<file path="src/rtl/cbs_params.svh">
`ifndef CBS_PARAMS_SVH
`define CBS_PARAMS_SVH
`define CBS_CLK_PERIOD_NS   8
`define CBS_ADDR_W          9
`define CBS_DATA_W          16
`define CBS_LAST_BIT        5'd25
`define CBS_WR_FLAG_BIT     5'd9
`define CBS_FIRST_DATA_BIT  5'd11
`define CBS_ADDR_COLOR      9'h002
`define CBS_ADDR_PLL_SRST   9'h008
`define CBS_ADDR_CG_SRST    9'h009
`define CBS_ADDR_PLL_EN     9'h010
`define CBS_ADDR_PLL_CFG    9'h011
`define CBS_ADDR_LINK_CLK   9'h014
`define CBS_ADDR_LOCK_STAT  9'h018
`define CBS_ADDR_LOCK_CFG_A 9'h01a
`define CBS_ADDR_LOCK_CFG_B 9'h01b
`define CBS_ADDR_CLK_MGMT   9'h020
`define CBS_ADDR_BLK_EN     9'h022
`define CBS_ADDR_SEQ_CTRL   9'h0c0
`define CBS_ADDR_STATE      9'h0c1
`define CBS_RST_ASSERTED    16'h0001
`define CBS_RST_ZERO        16'h0000
`define CBS_COLOR_BIT       0
`define CBS_PARALLEL_BIT    1
`define CBS_PLL_BYPASS_VAL  16'h0007
`define CBS_PLL_ON_MASK     16'h0003
`define CBS_LINK_CLK_BIT    0
`define CBS_LOGIC_CLK_BIT   1
`define CBS_8BIT_BIT        3
`define CBS_BLK_EN_BIT      0
`define CBS_SEQ_EN_BIT      0
`define CBS_SHUTTER_LSB     1
`define CBS_SLAVE_BIT       3
`define CBS_CLK_TIMEOUT_NS  1000
`define CBS_CLK_TIMEOUT_CYC (`CBS_CLK_TIMEOUT_NS / `CBS_CLK_PERIOD_NS)
`define CBS_LOCK_EDGES      64
`define CBS_FRAME_NS        2048
`define CBS_FRAME_CYC       (`CBS_FRAME_NS / `CBS_CLK_PERIOD_NS)
`endif

</file>
<file path="src/rtl/cbs_pkg.sv">
package cbs_pkg;
  typedef enum logic [4:0] {
    ST_LOWPWR = 5'h01,
    ST_SB1    = 5'h02,
    ST_SB2    = 5'h04,
    ST_IDLE   = 5'h08,
    ST_RUN    = 5'h10
  } cbs_state_t;

  typedef enum logic [1:0] {
    SH_PIPELINED = 2'h0,
    SH_TRIGGERED = 2'h1,
    SH_ROLLING   = 2'h2,
    SH_SPARE     = 2'h3
  } cbs_shutter_t;

  typedef struct packed {
    logic sck;
    logic cs_n;
    logic mosi;
    logic trig;
  } cbs_pins_t;

  typedef struct packed {
    logic [15:0] color;
    logic [15:0] pll_srst;
    logic [15:0] cg_srst;
    logic [15:0] pll_en;
    logic [15:0] pll_cfg;
    logic [15:0] link_clk;
    logic [15:0] lock_a;
    logic [15:0] lock_b;
    logic [15:0] clk_mgmt;
    logic [15:0] blk_en;
    logic [15:0] seq_ctrl;
  } cbs_regs_t;

  typedef struct packed {
    cbs_pins_t   s1;
    cbs_pins_t   s2;
    cbs_pins_t   prev;
    logic [4:0]  bit_cnt;
    logic [24:0] shift;
    logic [15:0] tx;
    logic        miso_oe;
    cbs_regs_t   regs;
    logic [6:0]  lock_cnt;
    logic        locked;
    cbs_state_t  state;
    logic        logic_clk;
    logic        blocks;
    logic        seq;
    logic [8:0]  frame_cnt;
    logic        frame_pulse;
  } cbs_main_t;

  typedef struct packed {
    logic       s1;
    logic       s2;
    logic       prev;
    logic [7:0] idle_cnt;
    logic       alive;
    logic       edge_seen;
  } cbs_mon_t;
endpackage : cbs_pkg

</file>
<file path="src/rtl/cbs_clk_monitor.sv">
`timescale 1ns/1ns
`include "cbs_params.svh"
module cbs_clk_monitor
  import cbs_pkg::*;
(
  input  wire logic clock_in,
  input  wire logic rst_in,
  input  wire logic clk_pin_in,
  output logic      edge_out,
  output logic      alive_out
);
  cbs_mon_t mon_reg;
  cbs_mon_t mon_next;

  always_comb begin
    mon_next           = mon_reg;
    mon_next.s1        = clk_pin_in;
    mon_next.s2        = mon_reg.s1;
    mon_next.prev      = mon_reg.s2;
    mon_next.edge_seen = mon_reg.s2 & ~mon_reg.prev;
    if (mon_next.edge_seen) begin
      mon_next.idle_cnt = 8'h00;
      mon_next.alive    = 1'b1;
    end else if (mon_reg.idle_cnt == 8'(`CBS_CLK_TIMEOUT_CYC - 1)) begin
      // a stopped reference drops the clock source within the timeout
      mon_next.alive = 1'b0;
    end else begin
      mon_next.idle_cnt = mon_reg.idle_cnt + 8'h01;
    end
  end

  always_ff @(posedge clock_in) begin
    if (rst_in) begin
      mon_reg <= '0;
    end else begin
      mon_reg <= mon_next;
    end
  end

  assign edge_out  = mon_reg.edge_seen;
  assign alive_out = mon_reg.alive;
endmodule : cbs_clk_monitor

</file>
<file path="src/rtl/cbs_bringup.sv">
`timescale 1ns/1ns
`include "cbs_params.svh"
// Function
// - standby one: selected clock source (bypass pin, locked pll or link clock) is good, logic clock stays gated
// - standby two: logic clock runs, all registers reachable, blocks off
// - idle: all blocks on except sequencer; capture starts when enabled
// - running: capture continuously in configured shutter and master/slave mode
// - parallel mode bypasses pll, clocking from the pll clock pin
// - address 2 selects mono/color and serial/parallel output
// - device starts pll and flags lock; host polls flag before phase two
// - low power standby keeps only clock registers reachable
module cbs_bringup
  import cbs_pkg::*;
(
  input  wire logic   clock_in,
  input  wire logic   rst_in,
  input  wire logic   clk_pll_in,
  input  wire logic   link_clk_in,
  input  wire logic   spi_sck_in,
  input  wire logic   spi_cs_n_in,
  input  wire logic   spi_mosi_in,
  input  wire logic   trigger_in,
  output logic        spi_miso_out,
  output logic        spi_miso_oe_out,
  output cbs_state_t  state_out,
  output logic        pll_locked_out,
  output logic        logic_clk_en_out,
  output logic        blocks_en_out,
  output logic        sequencer_en_out,
  output logic        color_out,
  output logic        parallel_mode_out,
  output logic        out_8bit_out,
  output cbs_shutter_t shutter_mode_out,
  output logic        frame_start_out
);
  cbs_main_t m_reg;
  cbs_main_t m_next;

  logic pll_edge;
  logic pll_alive;
  logic link_alive;
  logic bypass;
  logic pll_on;
  logic src_ok;
  logic sck_rise;
  logic sck_fall;
  logic trig_rise;
  logic cs_active;
  logic wr_commit;
  logic [8:0]  wr_addr;
  logic [15:0] wr_data;

  cbs_clk_monitor u_pll_mon (
    .clock_in   (clock_in),
    .rst_in     (rst_in),
    .clk_pin_in (clk_pll_in),
    .edge_out   (pll_edge),
    .alive_out  (pll_alive)
  );

  cbs_clk_monitor u_link_mon (
    .clock_in   (clock_in),
    .rst_in     (rst_in),
    .clk_pin_in (link_clk_in),
    .edge_out   (),
    .alive_out  (link_alive)
  );

  // clock registers stay reachable without the logic clock
  function automatic logic clock_reg(input logic [8:0] a);
    clock_reg = (a == `CBS_ADDR_COLOR)      || (a == `CBS_ADDR_PLL_SRST) ||
                (a == `CBS_ADDR_CG_SRST)    || (a == `CBS_ADDR_PLL_EN)   ||
                (a == `CBS_ADDR_PLL_CFG)    || (a == `CBS_ADDR_LINK_CLK) ||
                (a == `CBS_ADDR_LOCK_STAT)  || (a == `CBS_ADDR_LOCK_CFG_A) ||
                (a == `CBS_ADDR_LOCK_CFG_B) || (a == `CBS_ADDR_CLK_MGMT);
  endfunction : clock_reg

  function automatic logic [15:0] read_reg(input cbs_main_t s,
                                           input logic [8:0] a);
    read_reg = 16'h0000;
    case (a)
      `CBS_ADDR_COLOR:      read_reg = s.regs.color;
      `CBS_ADDR_PLL_SRST:   read_reg = s.regs.pll_srst;
      `CBS_ADDR_CG_SRST:    read_reg = s.regs.cg_srst;
      `CBS_ADDR_PLL_EN:     read_reg = s.regs.pll_en;
      `CBS_ADDR_PLL_CFG:    read_reg = s.regs.pll_cfg;
      `CBS_ADDR_LINK_CLK:   read_reg = s.regs.link_clk;
      `CBS_ADDR_LOCK_STAT:  read_reg = {15'h0000, s.locked};
      `CBS_ADDR_LOCK_CFG_A: read_reg = s.regs.lock_a;
      `CBS_ADDR_LOCK_CFG_B: read_reg = s.regs.lock_b;
      `CBS_ADDR_CLK_MGMT:   read_reg = s.regs.clk_mgmt;
      `CBS_ADDR_BLK_EN:     read_reg = s.regs.blk_en;
      `CBS_ADDR_SEQ_CTRL:   read_reg = s.regs.seq_ctrl;
      `CBS_ADDR_STATE:      read_reg = {11'h000, s.state};
      default:              read_reg = 16'h0000;
    endcase
    if (!s.logic_clk && !clock_reg(a)) begin
      read_reg = 16'h0000;
    end
  endfunction : read_reg

  always_comb begin
    sck_rise  = m_reg.s2.sck & ~m_reg.prev.sck;
    sck_fall  = ~m_reg.s2.sck & m_reg.prev.sck;
    trig_rise = m_reg.s2.trig & ~m_reg.prev.trig;
    cs_active = ~m_reg.s2.cs_n;
    wr_addr   = m_reg.shift[24:16];
    wr_data   = {m_reg.shift[14:0], m_reg.s2.mosi};
    wr_commit = cs_active && sck_rise && m_reg.bit_cnt == `CBS_LAST_BIT &&
                m_reg.shift[15] &&
                (m_reg.logic_clk || clock_reg(wr_addr));
    // parallel output always runs off the pll clock pin directly
    bypass = m_reg.regs.color[`CBS_PARALLEL_BIT] ||
             m_reg.regs.pll_en == `CBS_PLL_BYPASS_VAL;
    pll_on = !bypass && !m_reg.regs.pll_srst[0] &&
             (m_reg.regs.pll_en & `CBS_PLL_ON_MASK) == `CBS_PLL_ON_MASK;
    if (bypass) begin
      src_ok = pll_alive;
    end else if (pll_on) begin
      src_ok = m_reg.locked;
    end else begin
      src_ok = m_reg.regs.link_clk[`CBS_LINK_CLK_BIT] && link_alive;
    end
  end

  always_comb begin
    m_next             = m_reg;
    m_next.s1          = '{spi_sck_in, spi_cs_n_in, spi_mosi_in, trigger_in};
    m_next.s2          = m_reg.s1;
    m_next.prev        = m_reg.s2;
    m_next.frame_pulse = 1'b0;

    // serial register port: 9 address bits, write flag, 16 data bits
    if (!cs_active) begin
      m_next.bit_cnt = 5'd0;
      m_next.miso_oe = 1'b0;
    end else if (sck_rise) begin
      m_next.shift   = {m_reg.shift[23:0], m_reg.s2.mosi};
      m_next.bit_cnt = m_reg.bit_cnt + 5'd1;
      if (m_reg.bit_cnt == `CBS_WR_FLAG_BIT && !m_reg.s2.mosi) begin
        m_next.tx      = read_reg(m_reg, m_reg.shift[8:0]);
        m_next.miso_oe = 1'b1;
      end
      if (m_reg.bit_cnt == `CBS_LAST_BIT) begin
        m_next.bit_cnt = 5'd0;
      end
    end else if (sck_fall && m_reg.bit_cnt >= `CBS_FIRST_DATA_BIT) begin
      m_next.tx = {m_reg.tx[14:0], 1'b0};
    end

    if (wr_commit) begin
      case (wr_addr)
        `CBS_ADDR_COLOR:      m_next.regs.color    = wr_data;
        `CBS_ADDR_PLL_SRST:   m_next.regs.pll_srst = wr_data;
        `CBS_ADDR_CG_SRST:    m_next.regs.cg_srst  = wr_data;
        `CBS_ADDR_PLL_EN:     m_next.regs.pll_en   = wr_data;
        `CBS_ADDR_PLL_CFG:    m_next.regs.pll_cfg  = wr_data;
        `CBS_ADDR_LINK_CLK:   m_next.regs.link_clk = wr_data;
        `CBS_ADDR_LOCK_CFG_A: m_next.regs.lock_a   = wr_data;
        `CBS_ADDR_LOCK_CFG_B: m_next.regs.lock_b   = wr_data;
        `CBS_ADDR_CLK_MGMT:   m_next.regs.clk_mgmt = wr_data;
        `CBS_ADDR_BLK_EN:     m_next.regs.blk_en   = wr_data;
        `CBS_ADDR_SEQ_CTRL:   m_next.regs.seq_ctrl = wr_data;
        default: ;
      endcase
    end

    // lock detector counts reference edges once the pll is released
    if (!pll_on || !pll_alive) begin
      m_next.lock_cnt = 7'd0;
      m_next.locked   = 1'b0;
    end else if (pll_edge && !m_reg.locked) begin
      m_next.lock_cnt = m_reg.lock_cnt + 7'd1;
      if (m_reg.lock_cnt == 7'(`CBS_LOCK_EDGES - 1)) begin
        m_next.locked = 1'b1;
      end
    end

    m_next.logic_clk = src_ok && !m_reg.regs.cg_srst[0] &&
                       m_reg.regs.clk_mgmt[`CBS_LOGIC_CLK_BIT];
    m_next.blocks    = m_next.logic_clk &&
                       m_reg.regs.blk_en[`CBS_BLK_EN_BIT];
    m_next.seq       = m_next.blocks &&
                       m_reg.regs.seq_ctrl[`CBS_SEQ_EN_BIT];

    case (1'b1)
      m_next.seq:       m_next.state = ST_RUN;
      m_next.blocks:    m_next.state = ST_IDLE;
      m_next.logic_clk: m_next.state = ST_SB2;
      src_ok:           m_next.state = ST_SB1;
      default:          m_next.state = ST_LOWPWR;
    endcase

    // master modes free-run frames; slave modes frame on each trigger rise
    if (!m_reg.seq) begin
      m_next.frame_cnt = 9'd0;
    end else if (m_reg.regs.seq_ctrl[`CBS_SLAVE_BIT]) begin
      m_next.frame_pulse = trig_rise;
    end else if (m_reg.frame_cnt == 9'(`CBS_FRAME_CYC - 1)) begin
      // wrap only rearms; the zero count gives the one pulse per period
      m_next.frame_cnt   = 9'd0;
    end else begin
      if (m_reg.frame_cnt == 9'd0) begin
        m_next.frame_pulse = 1'b1;
      end
      m_next.frame_cnt = m_reg.frame_cnt + 9'd1;
    end
  end

  // pins park at idle levels so reset leaves no false edge or select
  localparam cbs_pins_t PINS_IDLE = 4'h4;
  localparam cbs_main_t MAIN_RST  = {{3{PINS_IDLE}}, 249'h0};

  always_ff @(posedge clock_in) begin
    if (rst_in) begin
      m_reg <= MAIN_RST;
    end else begin
      m_reg <= m_next;
    end
  end

  assign spi_miso_out      = m_reg.tx[15];
  assign spi_miso_oe_out   = m_reg.miso_oe;
  assign state_out         = m_reg.state;
  assign pll_locked_out    = m_reg.locked;
  assign logic_clk_en_out  = m_reg.logic_clk;
  assign blocks_en_out     = m_reg.blocks;
  assign sequencer_en_out  = m_reg.seq;
  assign color_out         = m_reg.regs.color[`CBS_COLOR_BIT];
  assign parallel_mode_out = m_reg.regs.color[`CBS_PARALLEL_BIT];
  assign out_8bit_out      = m_reg.regs.clk_mgmt[`CBS_8BIT_BIT];
  assign shutter_mode_out  =
    cbs_shutter_t'(m_reg.regs.seq_ctrl[`CBS_SHUTTER_LSB +: 2]);
  assign frame_start_out   = m_reg.frame_pulse;

  localparam int FRAME_MAX = 260;
endmodule : cbs_bringup

</file>
<file path="config.mk">
export PLATFORM = sky130hd
export DESIGN_NAME = cbs_bringup
export DESIGN_NICKNAME = d
export VERILOG_FILES = /design/src/rtl/cbs_pkg.sv /design/src/rtl/cbs_clk_monitor.sv /design/src/rtl/cbs_bringup.sv
export VERILOG_INCLUDE_DIRS = /design/src /design/src/rtl
export SDC_FILE = /design/constraint.sdc
export NUM_CORES = 1
export LEC_CHECK = 0
export ABC_AREA = 1
export ABC_CLOCK_PERIOD_IN_PS = 5100
export BUFFER_PORTS_ARGS = -buffer_cell sky130_fd_sc_hd__buf_4
export CAP_MARGIN = 20
export CORE_UTILIZATION = 42
export CTS_CLUSTER_SIZE = 12
export DETAILED_ROUTE_END_ITERATION = 12
export HOLD_SLACK_MARGIN = 0.06
export PLACE_DENSITY = 0.54
export SLEW_MARGIN = 10
export SYNTH_ARGS = -nofsm -noshare
export SYNTH_HDL_FRONTEND = slang
export SYNTH_SLANG_ARGS = --single-unit
</file>
<file path="constraint.sdc">
create_clock -name clock_in -period 5.1 [get_ports clock_in]
set_input_delay 0.765 -clock clock_in [delete_from_list [all_inputs] [get_ports clock_in]]
set_output_delay 0.765 -clock clock_in [all_outputs]
set_load 0.05 [all_outputs]
</file>
==> results.toml <==
[run_status]
status = "finished, final reports clean"

[drt]
drcViolationCount = 0
ant_nets = 0
drt_iter0_markers = 963
detail_route.wl_per_cell_um = 15.8
postRouteWirelength_mm = 38.9
vias_per_cell = 4.86
drtPass1Iterations = 5
vias = 12000

[final_layout]
fin_nets = 2059
drive_gt1_share_pct = 6.50
largest_reg_flops = 234
final_core_util_pct = 46.9
antenna_cells = 0
syn2layout_area_growth_pct = 10.0
fillers = 3295

[critical_path]
reg2regPathDepth = 10
worstPathRequired_ps = 5540
cp_num_buf_inv = 2
cp-end-kind = "flip-flop"
worstReg2RegEnd = "m_reg[62]$_SDFFE_PP0P_"
crit_slowest_cell = "nor2_4"
critPathMaxFanout = 44
criticalPathCategory = "reg -> reg"
cpPeakStageDelay_ps = 760
cp_common_cell = "nand2_1"
critical_path.cell_chain = "inv_1, nand2_2, nor2_4, nand2_1, nor3_4, buf_4, nand3_2, nand2_1, nand2_1, nor2_1"
crit_path_start_kind = "flip-flop"
timing.rr.start = "m_reg[252]$_SDFF_PP0_"
crit_family = "simple AND/OR/NAND/NOR gates"
r2r_slack_ps = 1880
crit_arrival_ps = 3660

[timing]
hold_slack_ps = 404
period_needed_ps = 3220
setup_violations = 0
rsz0062_at_grt = "no"
setup_tns_ps = 0
fmax_mhz = 311
finalHoldViolations = 0
relSlewSlack_pct = 44.4
worst_slew_pin_slew_ps = 832
finalClockSkew_ps = 14.5
period_share_pct = 63.1
drv_slew = 0

[clock_network]
clk-insertion-delay-late_ps = 510
post_cts_buffers = 0
cts_max_path_buffers = 3
cts_tree = "built"
clockRootBuffer = "clkbuf_16"
htreeDepth = 2
clock_sinks = 283
cts_hold_buf = 0
cts_buffers = 34
postCtsResizedCells = 0
clk_pin_slew_ps = 60

[worst_hold_path]
min_path_type = "reg -> reg"
min-delay-start = "m_next[255]$_SDFF_PP1_"
holdPathStages = 1
whs_endpoint = "m_next[251]$_SDFF_PP1_"

[global_routing]
grt_remaining_overflow = 0
antenna_found_initial = 0
grt_pass1_vias = 10900
grtUsageTotal_pct = 23.9
grt_max_degree = 126
grt_first_pass_wirelength_mm = 60.9

[synthesis]
synth_area_per_cell_um2 = 6.47
synthTopCellsByCount = "nand2_1, nor2_1, dfxtp_1"
synth_top_cell_by_area = "dfxtp_1"
synthArstFlopShare_pct = 0
syn_nets = 2092
synth_area_um2 = 13400
netlist_top_cells_area = "dfxtp_1, nand2_1, nor2_1, inv_1, o21ai_0"
ys_ff_latch = 283
yosysSeqAreaShare_pct = 42.2
synth_warnings = 0
synth.distinct_cells = 38
synth_ff_type = "dfxtp_1"
yosysMostFrequentCell = "nand2_1"
netlist_instances = 2075
synth_edf_count = 0
synth_top_area_share_pct = 42.2

[place]
port_buffers = 24
routabilityCongestion = 0.887
hpwl_mm = 25.6

[floorplanning]
rows = 65
ioPinCount = 25
die_y_um = 181
die_area_um2 = 32700
initial_core_util_pct = 42.6
core_um2 = 31500
die_w_um = 181

[power_and_ir_drop]
peakVddDrop_v = 0.000213
powerDensity_nw_per_um2 = 321
leakage_nw = 7.65

[job]
cap_viol_max_count = 0
[worst register-to-register path, cell delays in order, from the launching register on]
cell     delay [ps]
dfxtp_1         310
inv_1            60
nand2_2         290
nor2_4          760
nand2_1         230
nor3_4          160
buf_4           310
nand3_2         600
nand2_1         250
nand2_1          70
nor2_1          110
[routing by layer]
layer	vias to the layer above	global-route usage (%)	wire, µm
li1	6191	-	-
met1	5448	33.5	18700
met2	286	38.3	17300
met3	49	3.47	2150
met4	0	6.56	823
met5	-	0	0
[cell type report]
type	count	area (µm²)	area share, %
clock buffers	54	1100	7.45
clock inverters	3	15.0	0.102
inverters	281	1060	7.18
multi-input cells	1408	6160	41.7
flip-flops and latches	283	5670	38.4
well taps	402	503	3.41
repair buffers	34	268	1.81
[placed cells by master (no fill, tap or decap), types with 11 or more instances in the layout]
cell	instances
nor3_1	22
nor2_1	522
a21oi_1	73
buf_4	33
inv_1	265
clkbuf_16	37
nand2_1	528
inv_2	14
dfxtp_1	283
nand3_1	79
o21ai_0	80
clkbuf_8	11
[through the flow]
step / instance area (µm²) / worst slack [ps] / power (mW) / instances
after floorplan: 13400 / 3260 / 2.36 / 2075
after global placement: 13700 / 1980 / 2.39 / 2408
after detailed placement: 13700 / 1930 / 2.39 / 2408
after CTS: 14800 / 1900 / 4.79 / 2465
after global routing: 14800 / 1540 / 4.90 / 2465
final: 14800 / 1880 / 4.74 / 2465
[logic make-up after synthesis]
kind of cell,after synthesis,share of synthesized area [%]
flip-flops,283,42.2
AND/OR/NAND/NOR,1209,37.2
XOR/XNOR,15,0.979
AO/OA/AOI/OAI,175,6.83
buffers and inverters,384,11.9
adder cells (fa/ha/maj),9,0.839
[where the power goes]
part	total, mW	internal [mW]	switching (mW)
Combinational	0.0993	0.0229	0.0764
Clock	2.40	1.47	0.936
Sequential	2.24	2.22	0.0164
[worst max path at each step]
| stage | from | to | slack, ps | cells after the start |
|---|---|---|---|---|
| global placement | m_reg[252]$_SDFF_PP0_ | out_8bit_out$_SDFFE_PP0P_ | 1980 | 9 |
| finish | m_reg[252]$_SDFF_PP0_ | m_reg[62]$_SDFFE_PP0P_ | 1880 | 10 |
| detailed placement | m_reg[252]$_SDFF_PP0_ | m_reg[72]$_SDFFE_PP0P_ | 1930 | 9 |
| global route | m_reg[252]$_SDFF_PP0_ | m_reg[69]$_SDFFE_PP0P_ | 1540 | 10 |
| floorplan | rst_in | m_reg[6]$_SDFFE_PP0N_ | 3260 | 7 |
| CTS | m_reg[252]$_SDFF_PP0_ | m_reg[72]$_SDFFE_PP0P_ | 1900 | 9 |
Power figures use the tool's default switching activity.
